[config.mk]
export PLATFORM = sky130hd
export DESIGN_NAME = lep_top
export DESIGN_NICKNAME = d
export VERILOG_FILES = /design/src/pkg/lep_pkg.sv /design/src/hdl/lep_top.sv /design/src/hdl/lep_lane.sv /design/src/hdl/lep_half.sv
export SDC_FILE = /design/constraint.sdc
export NUM_CORES = 1
export LEC_CHECK = 0
export BUFFER_PORTS_ARGS = -buffer_cell sky130_fd_sc_hd__buf_4
export CAP_MARGIN = 0
export CORE_MARGIN = 4
export CORE_UTILIZATION = 49
export DETAILED_ROUTE_END_ITERATION = 10
export PLACE_DENSITY = 0.86
export SLEW_MARGIN = 5
export SYNTH_ARGS = -nofsm -noshare
export SYNTH_HDL_FRONTEND = slang
export SYNTH_SLANG_ARGS = --single-unit
[constraint.sdc]
create_clock -name clk -period 1.1 [get_ports clk]
set_input_delay 0.11 -clock clk [delete_from_list [all_inputs] [get_ports clk]]
set_output_delay 0.11 -clock clk [all_outputs]
set_load 0.1 [all_outputs]
[src/pkg/lep_pkg.sv]
// Constants and types shared by the lane equalization preset register bank
package lep_pkg;

  // --------------------------------------------------------------------------
  // Register map
  // --------------------------------------------------------------------------
  localparam int          ADDR_W     = 12;
  localparam logic [11:0] OFF_PAIR_A = 12'h130;  // Lanes 0 and 1 of this bank
  localparam logic [11:0] OFF_PAIR_B = 12'h134;  // Lanes 2 and 3 of this bank
  localparam int          NUM_LANES  = 4;
  localparam int          HALF_W     = 16;       // One lane per half word

  // --------------------------------------------------------------------------
  // Field layout inside one 16-bit half
  // --------------------------------------------------------------------------
  localparam int PRE_W     = 4;
  localparam int HINT_W    = 3;
  localparam int TXP1_LSB  = 0;   // Phase 1 transmitter preset (downstream)
  localparam int RXH_LSB   = 4;   // Hint returned by partner (downstream)
  localparam int RSV_LO    = 7;
  localparam int TS2P_LSB  = 8;   // Preset sent in TS2 / captured (upstream)
  localparam int TS2H_LSB  = 12;  // Hint sent in TS2 / captured (upstream)
  localparam int RSV_HI    = 15;

  // --------------------------------------------------------------------------
  // Reset values
  // --------------------------------------------------------------------------
  localparam logic [3:0]  DS_PRE_RST  = 4'h0;
  localparam logic [2:0]  DS_HINT_RST = 3'h0;
  localparam logic [3:0]  US_PRE_RST  = 4'hF;
  localparam logic [2:0]  US_HINT_RST = 3'h7;
  localparam logic [31:0] RD_ZERO     = 32'h0000_0000;

  // --------------------------------------------------------------------------
  // Loader field select
  // --------------------------------------------------------------------------
  typedef enum logic [1:0] {
    LDR_TXP1 = 2'b00,
    LDR_TS2P = 2'b01,
    LDR_TS2H = 2'b10,
    LDR_NONE = 2'b11
  } lep_ldr_sel_type;

endpackage

[src/hdl/lep_top.sv]
// Lane equalization preset register bank for a pair of lane-pair registers
`timescale 1ns/1ps
`default_nettype none

module lep_top #(
  parameter int NUM_LANES = lep_pkg::NUM_LANES
) (
  // Clock and reset
  input  wire logic                   clk,
  input  wire logic                   rst_b,
  // Configuration access
  input  wire logic                   cfg_rd,
  input  wire logic                   cfg_wr,
  input  wire logic [11:0]            cfg_addr,
  output logic      [31:0]            cfg_rdata,
  output logic                        cfg_ack,
  // Port setup, same clock
  input  wire logic                   is_ds,
  input  wire logic                   transparent,
  input  wire logic                   xlink_en,
  // Management loader
  input  wire logic                   ldr_wr,
  input  wire logic [1:0]             ldr_lane,
  input  wire logic [1:0]             ldr_sel,
  input  wire logic [3:0]             ldr_data,
  // Link training state
  input  wire logic                   eq_phase1,
  input  wire logic                   in_rcvrcfg,
  // Received equalization TS2s, per lane
  input  wire logic [NUM_LANES-1:0]   rx_vld,
  input  wire logic [4*NUM_LANES-1:0] rx_preset,
  input  wire logic [3*NUM_LANES-1:0] rx_hint,
  // Transmitter and TS2 generator
  output logic      [4*NUM_LANES-1:0] tx_preset_r,
  output logic                        ts2_en_r,
  output logic      [4*NUM_LANES-1:0] ts2_preset_r,
  output logic      [3*NUM_LANES-1:0] ts2_hint_r
);

  // --------------------------------------------------------------------------
  // Per-lane storage
  // --------------------------------------------------------------------------
  logic [4*NUM_LANES-1:0]      ds_txp1_all;
  logic [3*NUM_LANES-1:0]      ds_rxh_all;
  logic [4*NUM_LANES-1:0]      ds_ts2p_all;
  logic [3*NUM_LANES-1:0]      ds_ts2h_all;
  logic [4*NUM_LANES-1:0]      us_ts2p_all;
  logic [3*NUM_LANES-1:0]      us_ts2h_all;
  logic [16*NUM_LANES-1:0]     half_all;

  // Same-clock loader and link inputs: no synchroniser needed
  genvar gi;
  generate
    for (gi = 0; gi < NUM_LANES; gi = gi + 1) begin : g_lane
      wire lane_ld = ldr_wr && (ldr_lane == 2'(gi));

      lep_lane u_lane (
        .clk       (clk),
        .rst_b     (rst_b),
        .is_ds     (is_ds),
        .xlink_en  (xlink_en),
        .ldr_wr    (lane_ld),
        .ldr_sel   (ldr_sel),
        .ldr_data  (ldr_data),
        .rx_vld    (rx_vld[gi]),
        .rx_preset (rx_preset[4*gi +: 4]),
        .rx_hint   (rx_hint[3*gi +: 3]),
        .ds_txp1_r (ds_txp1_all[4*gi +: 4]),
        .ds_rxh_r  (ds_rxh_all[3*gi +: 3]),
        .ds_ts2p_r (ds_ts2p_all[4*gi +: 4]),
        .ds_ts2h_r (ds_ts2h_all[3*gi +: 3]),
        .us_ts2p_r (us_ts2p_all[4*gi +: 4]),
        .us_ts2h_r (us_ts2h_all[3*gi +: 3])
      );

      lep_half u_half (
        .is_ds   (is_ds),
        .ds_txp1 (ds_txp1_all[4*gi +: 4]),
        .ds_rxh  (ds_rxh_all[3*gi +: 3]),
        .ds_ts2p (ds_ts2p_all[4*gi +: 4]),
        .ds_ts2h (ds_ts2h_all[3*gi +: 3]),
        .us_ts2p (us_ts2p_all[4*gi +: 4]),
        .us_ts2h (us_ts2h_all[3*gi +: 3]),
        .half    (half_all[16*gi +: 16])
      );
    end
  endgenerate

  // Loader and link strobes are the only writers of the sticky fields
  sticky_hold_a: assert property (@(posedge clk) disable iff (!rst_b)
    (!ldr_wr && (rx_vld == '0)) |=>
      $stable(ds_txp1_all) && $stable(ds_rxh_all) &&
      $stable(ds_ts2p_all) && $stable(ds_ts2h_all))
    else $error("downstream field moved without a writer");

  loader_ts2p_a: assert property (@(posedge clk) disable iff (!rst_b)
    (ldr_wr && (ldr_lane == 2'd2) && (ldr_sel == lep_pkg::LDR_TS2P)) |=>
      (ds_ts2p_all[11:8] == $past(ldr_data)))
    else $error("loader did not set TS2 preset");

  loader_ts2h_a: assert property (@(posedge clk) disable iff (!rst_b)
    (ldr_wr && (ldr_lane == 2'd3) && (ldr_sel == lep_pkg::LDR_TS2H)) |=>
      (ds_ts2h_all[11:9] == $past(ldr_data[2:0])))
    else $error("loader did not set TS2 hint");

  // The spare select code must leave every field alone
  loader_none_a: assert property (@(posedge clk) disable iff (!rst_b)
    (ldr_wr && (ldr_sel == lep_pkg::LDR_NONE) && (rx_vld == '0)) |=>
      $stable(ds_txp1_all) && $stable(ds_ts2p_all) && $stable(ds_ts2h_all))
    else $error("spare loader code changed a field");

  loader_lane_a: assert property (@(posedge clk) disable iff (!rst_b)
    (ldr_wr && (ldr_lane == 2'd1)) |=>
      $stable(ds_txp1_all[3:0]) && $stable(ds_txp1_all[15:8]))
    else $error("loader wrote the wrong lane");

  // --------------------------------------------------------------------------
  // Configuration read decode
  // --------------------------------------------------------------------------
  // Even lane in the low half, odd lane in the high half
  wire        hit_a    = (cfg_addr == lep_pkg::OFF_PAIR_A);
  wire        hit_b    = (cfg_addr == lep_pkg::OFF_PAIR_B);
  wire [31:0] word_a   = half_all[31:0];
  wire [31:0] word_b   = half_all[63:32];
  wire [31:0] rd_word  = hit_a ? word_a :
                         hit_b ? word_b : lep_pkg::RD_ZERO;
  // Writes are acknowledged but change nothing; every field is read-only
  wire        cfg_req  = cfg_rd || cfg_wr;
  wire [31:0] rd_nxt   = cfg_rd ? rd_word : lep_pkg::RD_ZERO;

  // Answer one cycle after the request; unmapped offsets read zero
  always_ff @(posedge clk or negedge rst_b) begin
    if (!rst_b) begin
      cfg_ack   <= 1'b0;
      cfg_rdata <= lep_pkg::RD_ZERO;
    end else begin
      cfg_ack   <= cfg_req;
      cfg_rdata <= rd_nxt;
    end
  end

  // Bus answer checks: one-cycle pulse, zero for writes and unmapped offsets
  ack_idle_a: assert property (@(posedge clk) disable iff (!rst_b)
    !cfg_req |=> !cfg_ack)
    else $error("config answer without a request");

  unmapped_zero_a: assert property (@(posedge clk) disable iff (!rst_b)
    (cfg_rd && !hit_a && !hit_b) |=> (cfg_rdata == lep_pkg::RD_ZERO))
    else $error("unmapped offset read nonzero");

  write_zero_a: assert property (@(posedge clk) disable iff (!rst_b)
    (cfg_wr && !cfg_rd) |=> (cfg_rdata == lep_pkg::RD_ZERO))
    else $error("config write returned data");

  pair_a_read_a: assert property (@(posedge clk) disable iff (!rst_b)
    (cfg_rd && hit_a && is_ds) |=>
      (cfg_rdata[19:16] == $past(ds_txp1_all[7:4])) &&
      (cfg_rdata[3:0] == $past(ds_txp1_all[3:0])))
    else $error("lane pair read misplaced");

  us_view_a: assert property (@(posedge clk) disable iff (!rst_b)
    (cfg_rd && hit_a && !is_ds) |=>
      (cfg_rdata[11:8] == $past(us_ts2p_all[3:0])) &&
      (cfg_rdata[30:28] == $past(us_ts2h_all[5:3])))
    else $error("upstream capture misplaced in read");

  ds_view_a: assert property (@(posedge clk) disable iff (!rst_b)
    (cfg_rd && hit_b && is_ds) |=>
      (cfg_rdata[11:8] == $past(ds_ts2p_all[11:8])) &&
      (cfg_rdata[30:28] == $past(ds_ts2h_all[11:9])))
    else $error("TS2 fields misplaced in read");

  // Upstream view hides the downstream-only low fields of both halves
  us_low_rsvd_a: assert property (@(posedge clk) disable iff (!rst_b)
    (cfg_rd && !is_ds) |=>
      (cfg_rdata[6:0] == 7'h00) && (cfg_rdata[22:16] == 7'h00))
    else $error("upstream reserved field read nonzero");

  // --------------------------------------------------------------------------
  // Transmit side
  // --------------------------------------------------------------------------
  // Only a transparent downstream port drives presets toward the link
  wire ds_active = is_ds && transparent;
  wire p1_apply  = ds_active && eq_phase1;
  wire ts2_send  = ds_active && in_rcvrcfg;

  // Holding the last applied preset avoids a glitch when phase 1 ends
  always_ff @(posedge clk or negedge rst_b) begin
    if (!rst_b) begin
      tx_preset_r <= '0;
    end else if (p1_apply) begin
      tx_preset_r <= ds_txp1_all;
    end
  end

  // Outside phase 1 the transmitters keep the last applied preset
  tx_hold_a: assert property (@(posedge clk) disable iff (!rst_b)
    !p1_apply |=> $stable(tx_preset_r))
    else $error("transmit preset moved outside phase 1");

  // TS2 contents follow the stored fields while the generator is enabled.
  // The partner adopts them after the speed change
  always_ff @(posedge clk or negedge rst_b) begin
    if (!rst_b) begin
      ts2_en_r     <= 1'b0;
      ts2_preset_r <= '0;
      ts2_hint_r   <= '0;
    end else begin
      ts2_en_r <= ts2_send;
      if (ts2_send) begin
        ts2_preset_r <= ds_ts2p_all;
        ts2_hint_r   <= ds_ts2h_all;
      end
    end
  end

  // Between send windows the TS2 contents keep their last value
  ts2_hold_a: assert property (@(posedge clk) disable iff (!rst_b)
    !ts2_send |=> $stable(ts2_preset_r) && $stable(ts2_hint_r))
    else $error("TS2 contents moved outside the send window");

  ts2_off_a: assert property (@(posedge clk) disable iff (!rst_b)
    (ds_active && !in_rcvrcfg) |=> !ts2_en_r)
    else $error("TS2 enabled outside receiver configuration");

  // --------------------------------------------------------------------------
  // Assertions
  // --------------------------------------------------------------------------
  // The answer is a single pulse one cycle after each request
  rd_answer_a: assert property (@(posedge clk) disable iff (!rst_b)
    cfg_req |=> cfg_ack ##1 (!cfg_ack || $past(cfg_req)))
    else $error("config request not answered in one cycle");

  rsvd_zero_a: assert property (@(posedge clk) disable iff (!rst_b)
    cfg_ack |-> (cfg_rdata[31] == 1'b0) && (cfg_rdata[23] == 1'b0) &&
                (cfg_rdata[15] == 1'b0) && (cfg_rdata[7] == 1'b0))
    else $error("reserved bit read nonzero");

  write_noeff_a: assert property (@(posedge clk) disable iff (!rst_b)
    (cfg_wr && !ldr_wr && (rx_vld == '0)) |=>
      $stable(ds_txp1_all) && $stable(ds_ts2p_all) && $stable(us_ts2p_all))
    else $error("config write changed a field");

  pair_b_read_a: assert property (@(posedge clk) disable iff (!rst_b)
    (cfg_rd && hit_b && is_ds) |=>
      (cfg_rdata[19:16] == $past(ds_txp1_all[15:12])) &&
      (cfg_rdata[3:0] == $past(ds_txp1_all[11:8])))
    else $error("lane pair read misplaced");

  loader_p1_a: assert property (@(posedge clk) disable iff (!rst_b)
    (ldr_wr && (ldr_lane == 2'd1) && (ldr_sel == lep_pkg::LDR_TXP1)) |=>
      (ds_txp1_all[7:4] == $past(ldr_data)))
    else $error("loader did not set phase 1 preset");

  ds_hint_log_a: assert property (@(posedge clk) disable iff (!rst_b)
    (is_ds && rx_vld[2]) |=> (ds_rxh_all[8:6] == $past(rx_hint[8:6])) &&
      ($past(p1_apply) || $stable(tx_preset_r)))
    else $error("partner hint not logged or misused");

  us_pre_cap_a: assert property (@(posedge clk) disable iff (!rst_b)
    (!is_ds && !xlink_en && rx_vld[0]) |=>
      (us_ts2p_all[3:0] == $past(rx_preset[3:0])))
    else $error("upstream preset not captured");

  us_hint_cap_a: assert property (@(posedge clk) disable iff (!rst_b)
    (!is_ds && !xlink_en && rx_vld[1]) |=>
      (us_ts2h_all[5:3] == $past(rx_hint[5:3])))
    else $error("upstream hint not captured");

  xlink_hold_a: assert property (@(posedge clk) disable iff (!rst_b)
    (xlink_en || is_ds) |=> $stable(us_ts2p_all) && $stable(us_ts2h_all))
    else $error("upstream capture moved while unused");

  p1_apply_a: assert property (@(posedge clk) disable iff (!rst_b)
    p1_apply |=> (tx_preset_r == $past(ds_txp1_all)))
    else $error("phase 1 preset not applied");

  ts2_send_a: assert property (@(posedge clk) disable iff (!rst_b)
    ts2_send |=> ts2_en_r && (ts2_preset_r == $past(ds_ts2p_all)))
    else $error("TS2 preset not sent");

  ts2_hint_a: assert property (@(posedge clk) disable iff (!rst_b)
    (ts2_send ##1 ts2_send) |=> (ts2_hint_r == $past(ds_ts2h_all)) && ts2_en_r)
    else $error("TS2 hint not sent");

  ts2_idle_a: assert property (@(posedge clk) disable iff (!rst_b)
    !ds_active |=> !ts2_en_r)
    else $error("TS2 enabled on non-transparent port");

endmodule

`default_nettype wire

[src/hdl/lep_lane.sv]
// Storage of the preset fields for one lane
`timescale 1ns/1ps
`default_nettype none

module lep_lane (
  // Clock and reset
  input  wire logic        clk,
  input  wire logic        rst_b,
  // Port setup
  input  wire logic        is_ds,
  input  wire logic        xlink_en,
  // Loader, already decoded to this lane
  input  wire logic        ldr_wr,
  input  wire logic [1:0]  ldr_sel,
  input  wire logic [3:0]  ldr_data,
  // Received equalization TS2
  input  wire logic        rx_vld,
  input  wire logic [3:0]  rx_preset,
  input  wire logic [2:0]  rx_hint,
  // Stored fields
  output logic      [3:0]  ds_txp1_r,
  output logic      [2:0]  ds_rxh_r,
  output logic      [3:0]  ds_ts2p_r,
  output logic      [2:0]  ds_ts2h_r,
  output logic      [3:0]  us_ts2p_r,
  output logic      [2:0]  us_ts2h_r
);

  // --------------------------------------------------------------------------
  // Write enables
  // --------------------------------------------------------------------------
  // Loader touches only downstream fields; the partner's hint is logged only
  wire ld_txp1 = ldr_wr && (ldr_sel == lep_pkg::LDR_TXP1);
  wire ld_ts2p = ldr_wr && (ldr_sel == lep_pkg::LDR_TS2P);
  wire ld_ts2h = ldr_wr && (ldr_sel == lep_pkg::LDR_TS2H);
  wire ds_rec  = is_ds && rx_vld;
  wire us_cap  = !is_ds && !xlink_en && rx_vld;

  // Sticky fields: only the fundamental reset clears them
  always_ff @(posedge clk or negedge rst_b) begin
    if (!rst_b) begin
      ds_txp1_r <= lep_pkg::DS_PRE_RST;
      ds_rxh_r  <= lep_pkg::DS_HINT_RST;
      ds_ts2p_r <= lep_pkg::DS_PRE_RST;
      ds_ts2h_r <= lep_pkg::DS_HINT_RST;
      us_ts2p_r <= lep_pkg::US_PRE_RST;
      us_ts2h_r <= lep_pkg::US_HINT_RST;
    end else begin
      if (ld_txp1) ds_txp1_r <= ldr_data;
      if (ld_ts2p) ds_ts2p_r <= ldr_data;
      if (ld_ts2h) ds_ts2h_r <= ldr_data[2:0];
      if (ds_rec)  ds_rxh_r  <= rx_hint;
      if (us_cap) begin
        us_ts2p_r <= rx_preset;
        us_ts2h_r <= rx_hint;
      end
    end
  end

endmodule

`default_nettype wire

[src/hdl/lep_half.sv]
// Read view of one lane as a 16-bit half word
`timescale 1ns/1ps
`default_nettype none

module lep_half (
  // Port role
  input  wire logic        is_ds,
  // Stored fields
  input  wire logic [3:0]  ds_txp1,
  input  wire logic [2:0]  ds_rxh,
  input  wire logic [3:0]  ds_ts2p,
  input  wire logic [2:0]  ds_ts2h,
  input  wire logic [3:0]  us_ts2p,
  input  wire logic [2:0]  us_ts2h,
  // Formatted half
  output logic      [15:0] half
);

  // --------------------------------------------------------------------------
  // Layout: reserved bits 7 and 15 always read zero
  // --------------------------------------------------------------------------
  wire [3:0] f_lo_pre  = is_ds ? ds_txp1 : 4'h0;  // Reserved on upstream
  wire [2:0] f_lo_hint = is_ds ? ds_rxh  : 3'h0;
  wire [3:0] f_hi_pre  = is_ds ? ds_ts2p : us_ts2p;
  wire [2:0] f_hi_hint = is_ds ? ds_ts2h : us_ts2h;

  assign half = {1'b0, f_hi_hint, f_hi_pre, 1'b0, f_lo_hint, f_lo_pre};

endmodule

`default_nettype wire

* Word level (Yosys, flattened, before mapping)
Index checks and enable logic that the tools add are counted.
Storage, ports and cells: output and inout bits 78, register bits after elaboration 161, input port bits 62
Cells by class: reductions and logical operators 33, muxes and demuxes 19, eq/ne operators 7
Operators with widths (number):
- two-way mux 31 bit | 3
- two-way mux 4 bit | 8
- logical AND 1 bit | 28
- equality test 12 x 9 -> 1 bit (second input constant) | 2
- two-way mux 3 bit | 8
- equality test 2 bit (second input constant) | 3
- equality test 2 x 1 -> 1 bit (second input constant) | 2
- zero test 2 bit | 2
- zero test 1 bit | 2
- logical OR 1 bit | 1

* Longest topological paths before layout
depth after elaboration 4, depth in mapped cells 5, gate-level depth less buffers 3

* Hierarchy
From an unflattened synthesis, not the netlist that was laid out.
Unflattened totals: cells, all modules 478, area total of the unflattened synthesis 7343.3 sq um
By module, submodules not included:
- lep_top | times used 1, cells an instance 218, area each 3344.5 sq um
- lep_lane | times used 4, cells an instance 47, area each 827.0 sq um
- lep_half | times used 4, cells an instance 18, area each 172.7 sq um

* Least setup slack after synthesis
Ideal clock, no wire load.
path kind register -> register, start reg, netlist name ts2_hint_r[0], end reg ts2_hint_r[0], arrival time 1.134 ns, setup slack -0.160 ns, library setup time 0.126 ns, data required time 0.974 ns, stages on the path, launching flop included 2, buffers on the path 0, path through dfrtp_1 > mux2_2
RTL lines:
- end signal, assigned | RTL line lep_top.sv:212 | ts2_hint_r <= ds_ts2h_all;
- end, declared | RTL line lep_top.sv:37 | output logic [3*NUM_LANES-1:0] ts2_hint_r

* Worst setup path in the final report
start reg g_lane[3].u_lane.ds_ts2h_r[0], end reg cfg_rdata[28]
On the way: longest elaborated chain between the ends 4
Ends and longest elaborated chain:
- start, declared | RTL line lep_lane.sv:24 | output logic [2:0] ds_ts2h_r,
- start signal, assigned | RTL line lep_lane.sv:45 | ds_ts2h_r <= lep_pkg::DS_HINT_RST;
- start signal, assigned | RTL line lep_lane.sv:51 | if (ld_ts2h) ds_ts2h_r <= ldr_data[2:0];
- two-way mux 3 bit | RTL line lep_half.sv:25 | wire [2:0] f_hi_hint = is_ds ? ds_ts2h : us_ts2h;
- two-way mux 31 bit | RTL line lep_top.sv:126 | hit_b ? word_b : lep_pkg::RD_ZERO;
- two-way mux 31 bit | RTL line lep_top.sv:125 | wire [31:0] rd_word = hit_a ? word_a :
- two-way mux 31 bit | RTL line lep_top.sv:129 | wire [31:0] rd_nxt = cfg_rd ? rd_word : lep_pkg::RD_ZERO;
- via rd_nxt[28] | RTL line lep_top.sv:129
- end signal, assigned | RTL line lep_top.sv:135 | cfg_rdata <= lep_pkg::RD_ZERO;
- end signal, assigned | RTL line lep_top.sv:138 | cfg_rdata <= rd_nxt;
- end, declared | RTL line lep_top.sv:15 | output logic [31:0] cfg_rdata,
The timed path passes the listed nets, and every way through them passes these cells. A chain may end at the register's enable or synchronous reset.

==> impl_metrics.toml <==
[global_route]
grt-ovfl-total = 0
antenna_found_initial = 0
track_usage_pct = 24.09
grt_pass1_wl_um = 26630
grt_max_degree = 42
grt_pass1_vias = 4849

[clock_tree]
clock_sinks = 158
numCtsBuffers = 17
cts_htree_levels = 4
cts_tree = "done"
clock_latency_ns = 0.43
clk_pin_slew_ns = 0.06
cts-root-buf = "clkbuf_16"
clock_path_buffers = 2

[finish]
fin_cells = 830
mostFrequentLayoutCells = "buf_4, mux2_2, dfrtp_1"
drive_gt1_share_pct = 71.43
n_antenna_cell = 0
nets = 707
nFillCells = 641
design_area_mm2 = 0.01010
mostFrequentLayoutCell = "buf_4"
post-route-util_pct = 79.04
area_growth_pct = 56.56

[yosys]
synthesis.instances = 403
synthMuxAreaShare_pct = 29.65
yosysSeqAreaShare_pct = 61.85
synth_adder_area_share_pct = 0
ys_seq_elements = 158
netlist_area_mm2 = 0.006449
postSynthAreaPerCell_um2 = 16.00
ys_types = 29
synth_top_family_by_area = "multiplexers"
synth-simple-area-share_pct = 6.267
synth_xor_area_share_pct = 0
synth-compound-area-share_pct = 0
synth-warning-count = 0

[placement]
dpl.cell_count = 749
placed_cell_area_mm2 = 0.008179
dp_hpwl_um = 11210
io_buffers = 135
pre_cts_ws_ns = -0.1844
place.gp.congestion = 0.7900

[die]
start_util_pct = 50.48
die_w_um = 122.7
die_area_mm2 = 0.01506
coreArea_mm2 = 0.01277
rows = 41
dieHeight_um = 122.7
pin_count = 140

[worst_hold_path]
worstHoldPathType = "input port to register"

[sta]
drv_slew = 0
period_needed_ns = 1.161
fmax_ghz = 0.8614
setup_ws_ns = -0.06084
rsz0062_at_grt = "true"
hold_viol = 0
fin_crit_sh_pct = 105.5
finalSetupViolCount = 76
hold_ws_ns = 0.03047
finClkSkew_ns = 0.009156

[critical_path]
cp-end-kind = "register"
criticalPathCategory = "register to register"
start_kind = "register"
ff2ff_path_depth = 2
required_ns = 1.40
cp.arrival_ns = 1.46
regToRegSetupSlack_ns = -0.06
crit_start = "g_lane[3].u_lane.ds_ts2h_r[0]"
worstSetupEndpoint = "cfg_rdata[28]"
r2r-start = "g_lane[3].u_lane.ds_ts2h_r[0]"
timing.rr.end = "cfg_rdata[28]"
critPathMaxFanout = 2

[route]
via_count = 4416
drt_iter0_markers = 213
ant_nets = 0
drc = 0
via_per_inst = 5.320
wl_um = 18060
firstDrtPassIters = 4
wl_per_cell_um = 21.76

[status]
violations = "setup timing"
outcome = "finished, violations left"

[power_and_ir_drop]
peakVddDrop_uv = 1696
p_leak_nw = 4.580
power_density_mw_per_mm2 = 2409

[job]
maxCapViolCount = 0
[synth_stat cells]
cell type | instances | share of area, %
clkbuf_1 | 4 | 0.23
inv_1 | 1 | 0.058
nand4_1 | 1 | 0.097
nand3b_4 | 2 | 0.62
conb_1 | 1 | 0.058
or2_2 | 1 | 0.097
nor4bb_1 | 1 | 0.16
nand2b_1 | 2 | 0.19
nor4b_1 | 2 | 0.27
and2b_1 | 2 | 0.23
buf_6 | 1 | 0.17
mux2i_1 | 14 | 2.2
buf_4 | 8 | 0.93
mux2_2 | 124 | 22
nor2b_1 | 12 | 1.2
mux4_2 | 14 | 4.9
nor3b_4 | 1 | 0.29
nor2_1 | 22 | 1.3
nand2_1 | 6 | 0.35
and2_1 | 4 | 0.39
nand3_1 | 2 | 0.16
mux2_4 | 4 | 0.93
or3_4 | 2 | 0.35
dfstp_2 | 28 | 11
nand3b_1 | 2 | 0.23
buf_2 | 10 | 0.78
dfrtp_1 | 130 | 50
nand3_4 | 1 | 0.27
and3_2 | 1 | 0.12
[cells by family (layout without fill, tap and decap cells)]
| family | count (synthesis) | count (layout) |
|---|---|---|
| buffers and inverters | 24 | 276 |
| DFF | 158 | 158 |
| muxes | 156 | 156 |
| other | 1 | 4 |
| and+or+nand+nor | 64 | 64 |
[worst min-delay path by stage]
stage | from | to | slack, ns | cells past startpoint
3_5_place_dp | rst_b | ts2_preset_r[15] | 0.07 | 1
4_1_cts | ldr_data[3] | g_lane[0].u_lane.ds_ts2p_r[3] | 0.003 | 2
3_3_place_gp | rst_b | ts2_preset_r[15] | 0.07 | 1
2_1_floorplan | rst_b | cfg_ack | -0.19 | 0
6_report | ldr_data[3] | g_lane[0].u_lane.ds_ts2p_r[3] | 0.03 | 2
5_1_grt | ldr_data[3] | g_lane[3].u_lane.ds_ts2p_r[3] | 0.03 | 2
[where the power goes]
group | internal [mW] | switching [mW] | leakage, nW | total, mW
clock network | 3.84 | 2.21 | 0.296 | 6.05
logic | 4.15 | 5.74 | 2.40 | 9.89
registers | 7.29 | 1.09 | 1.88 | 8.37
[worst max-delay path, cell delays in order (launching register included)]
cell,delay [ns]
dfrtp_1,0.41
mux4_2,0.49
nor2b_4,0.14
[registers in the layout, summed over array words and instances (netlist names)]
register and flops:
g_lane.u_lane.ds_ts2h_r 12, g_lane.u_lane.us_ts2p_r 16, ts2_en_r 1, g_lane.u_lane.ds_txp1_r 16
cfg_rdata 28, g_lane.u_lane.ds_rxh_r 12, tx_preset_r 16, g_lane.u_lane.ds_ts2p_r 16
cfg_ack 1, ts2_preset_r 16, ts2_hint_r 12, g_lane.u_lane.us_ts2h_r 12
[stage by stage]
step,power (mW),TNS (ns)
3_3_place_gp,15.86,-6.679
6_report,24.32,-1.990
3_5_place_dp,16.08,-10.72
5_1_grt,25.05,-4.220
2_1_floorplan,13.76,0
4_1_cts,23.51,-3.048
[final cells by class]
type | count | area [µm²] | share of cell area (%)
repair buffers | 243 | 2826 | 28.00
inverters | 1 | 3.754 | 0.03718
multi-input cells | 224 | 2405 | 23.82
clock buffers | 24 | 461.7 | 4.573
clock inverters | 8 | 140.1 | 1.388
flip-flops and latches | 158 | 4044 | 40.05
well taps | 172 | 215.2 | 2.132
[layer usage]
metal / up-vias / part of all wire [%] / global-route usage (%)
met2: 157 / 52 / 39.67
met4: 0 / 3.8 / 13.23
met3: 53 / 4.5 / 5.300
met5: - / 0 / 0
met1: 2298 / 39 / 29.56
li1: 1908 / - / -
[timing repair]
action,CTS,global route
setup buffers,7,11
pin swaps,0,0
setup endpoints to repair,81,88
hold endpoints to repair,167,0
hold buffers,31,0
gates cloned,0,0
gates resized for setup,153,58
Power figures use the tool's default switching activity.
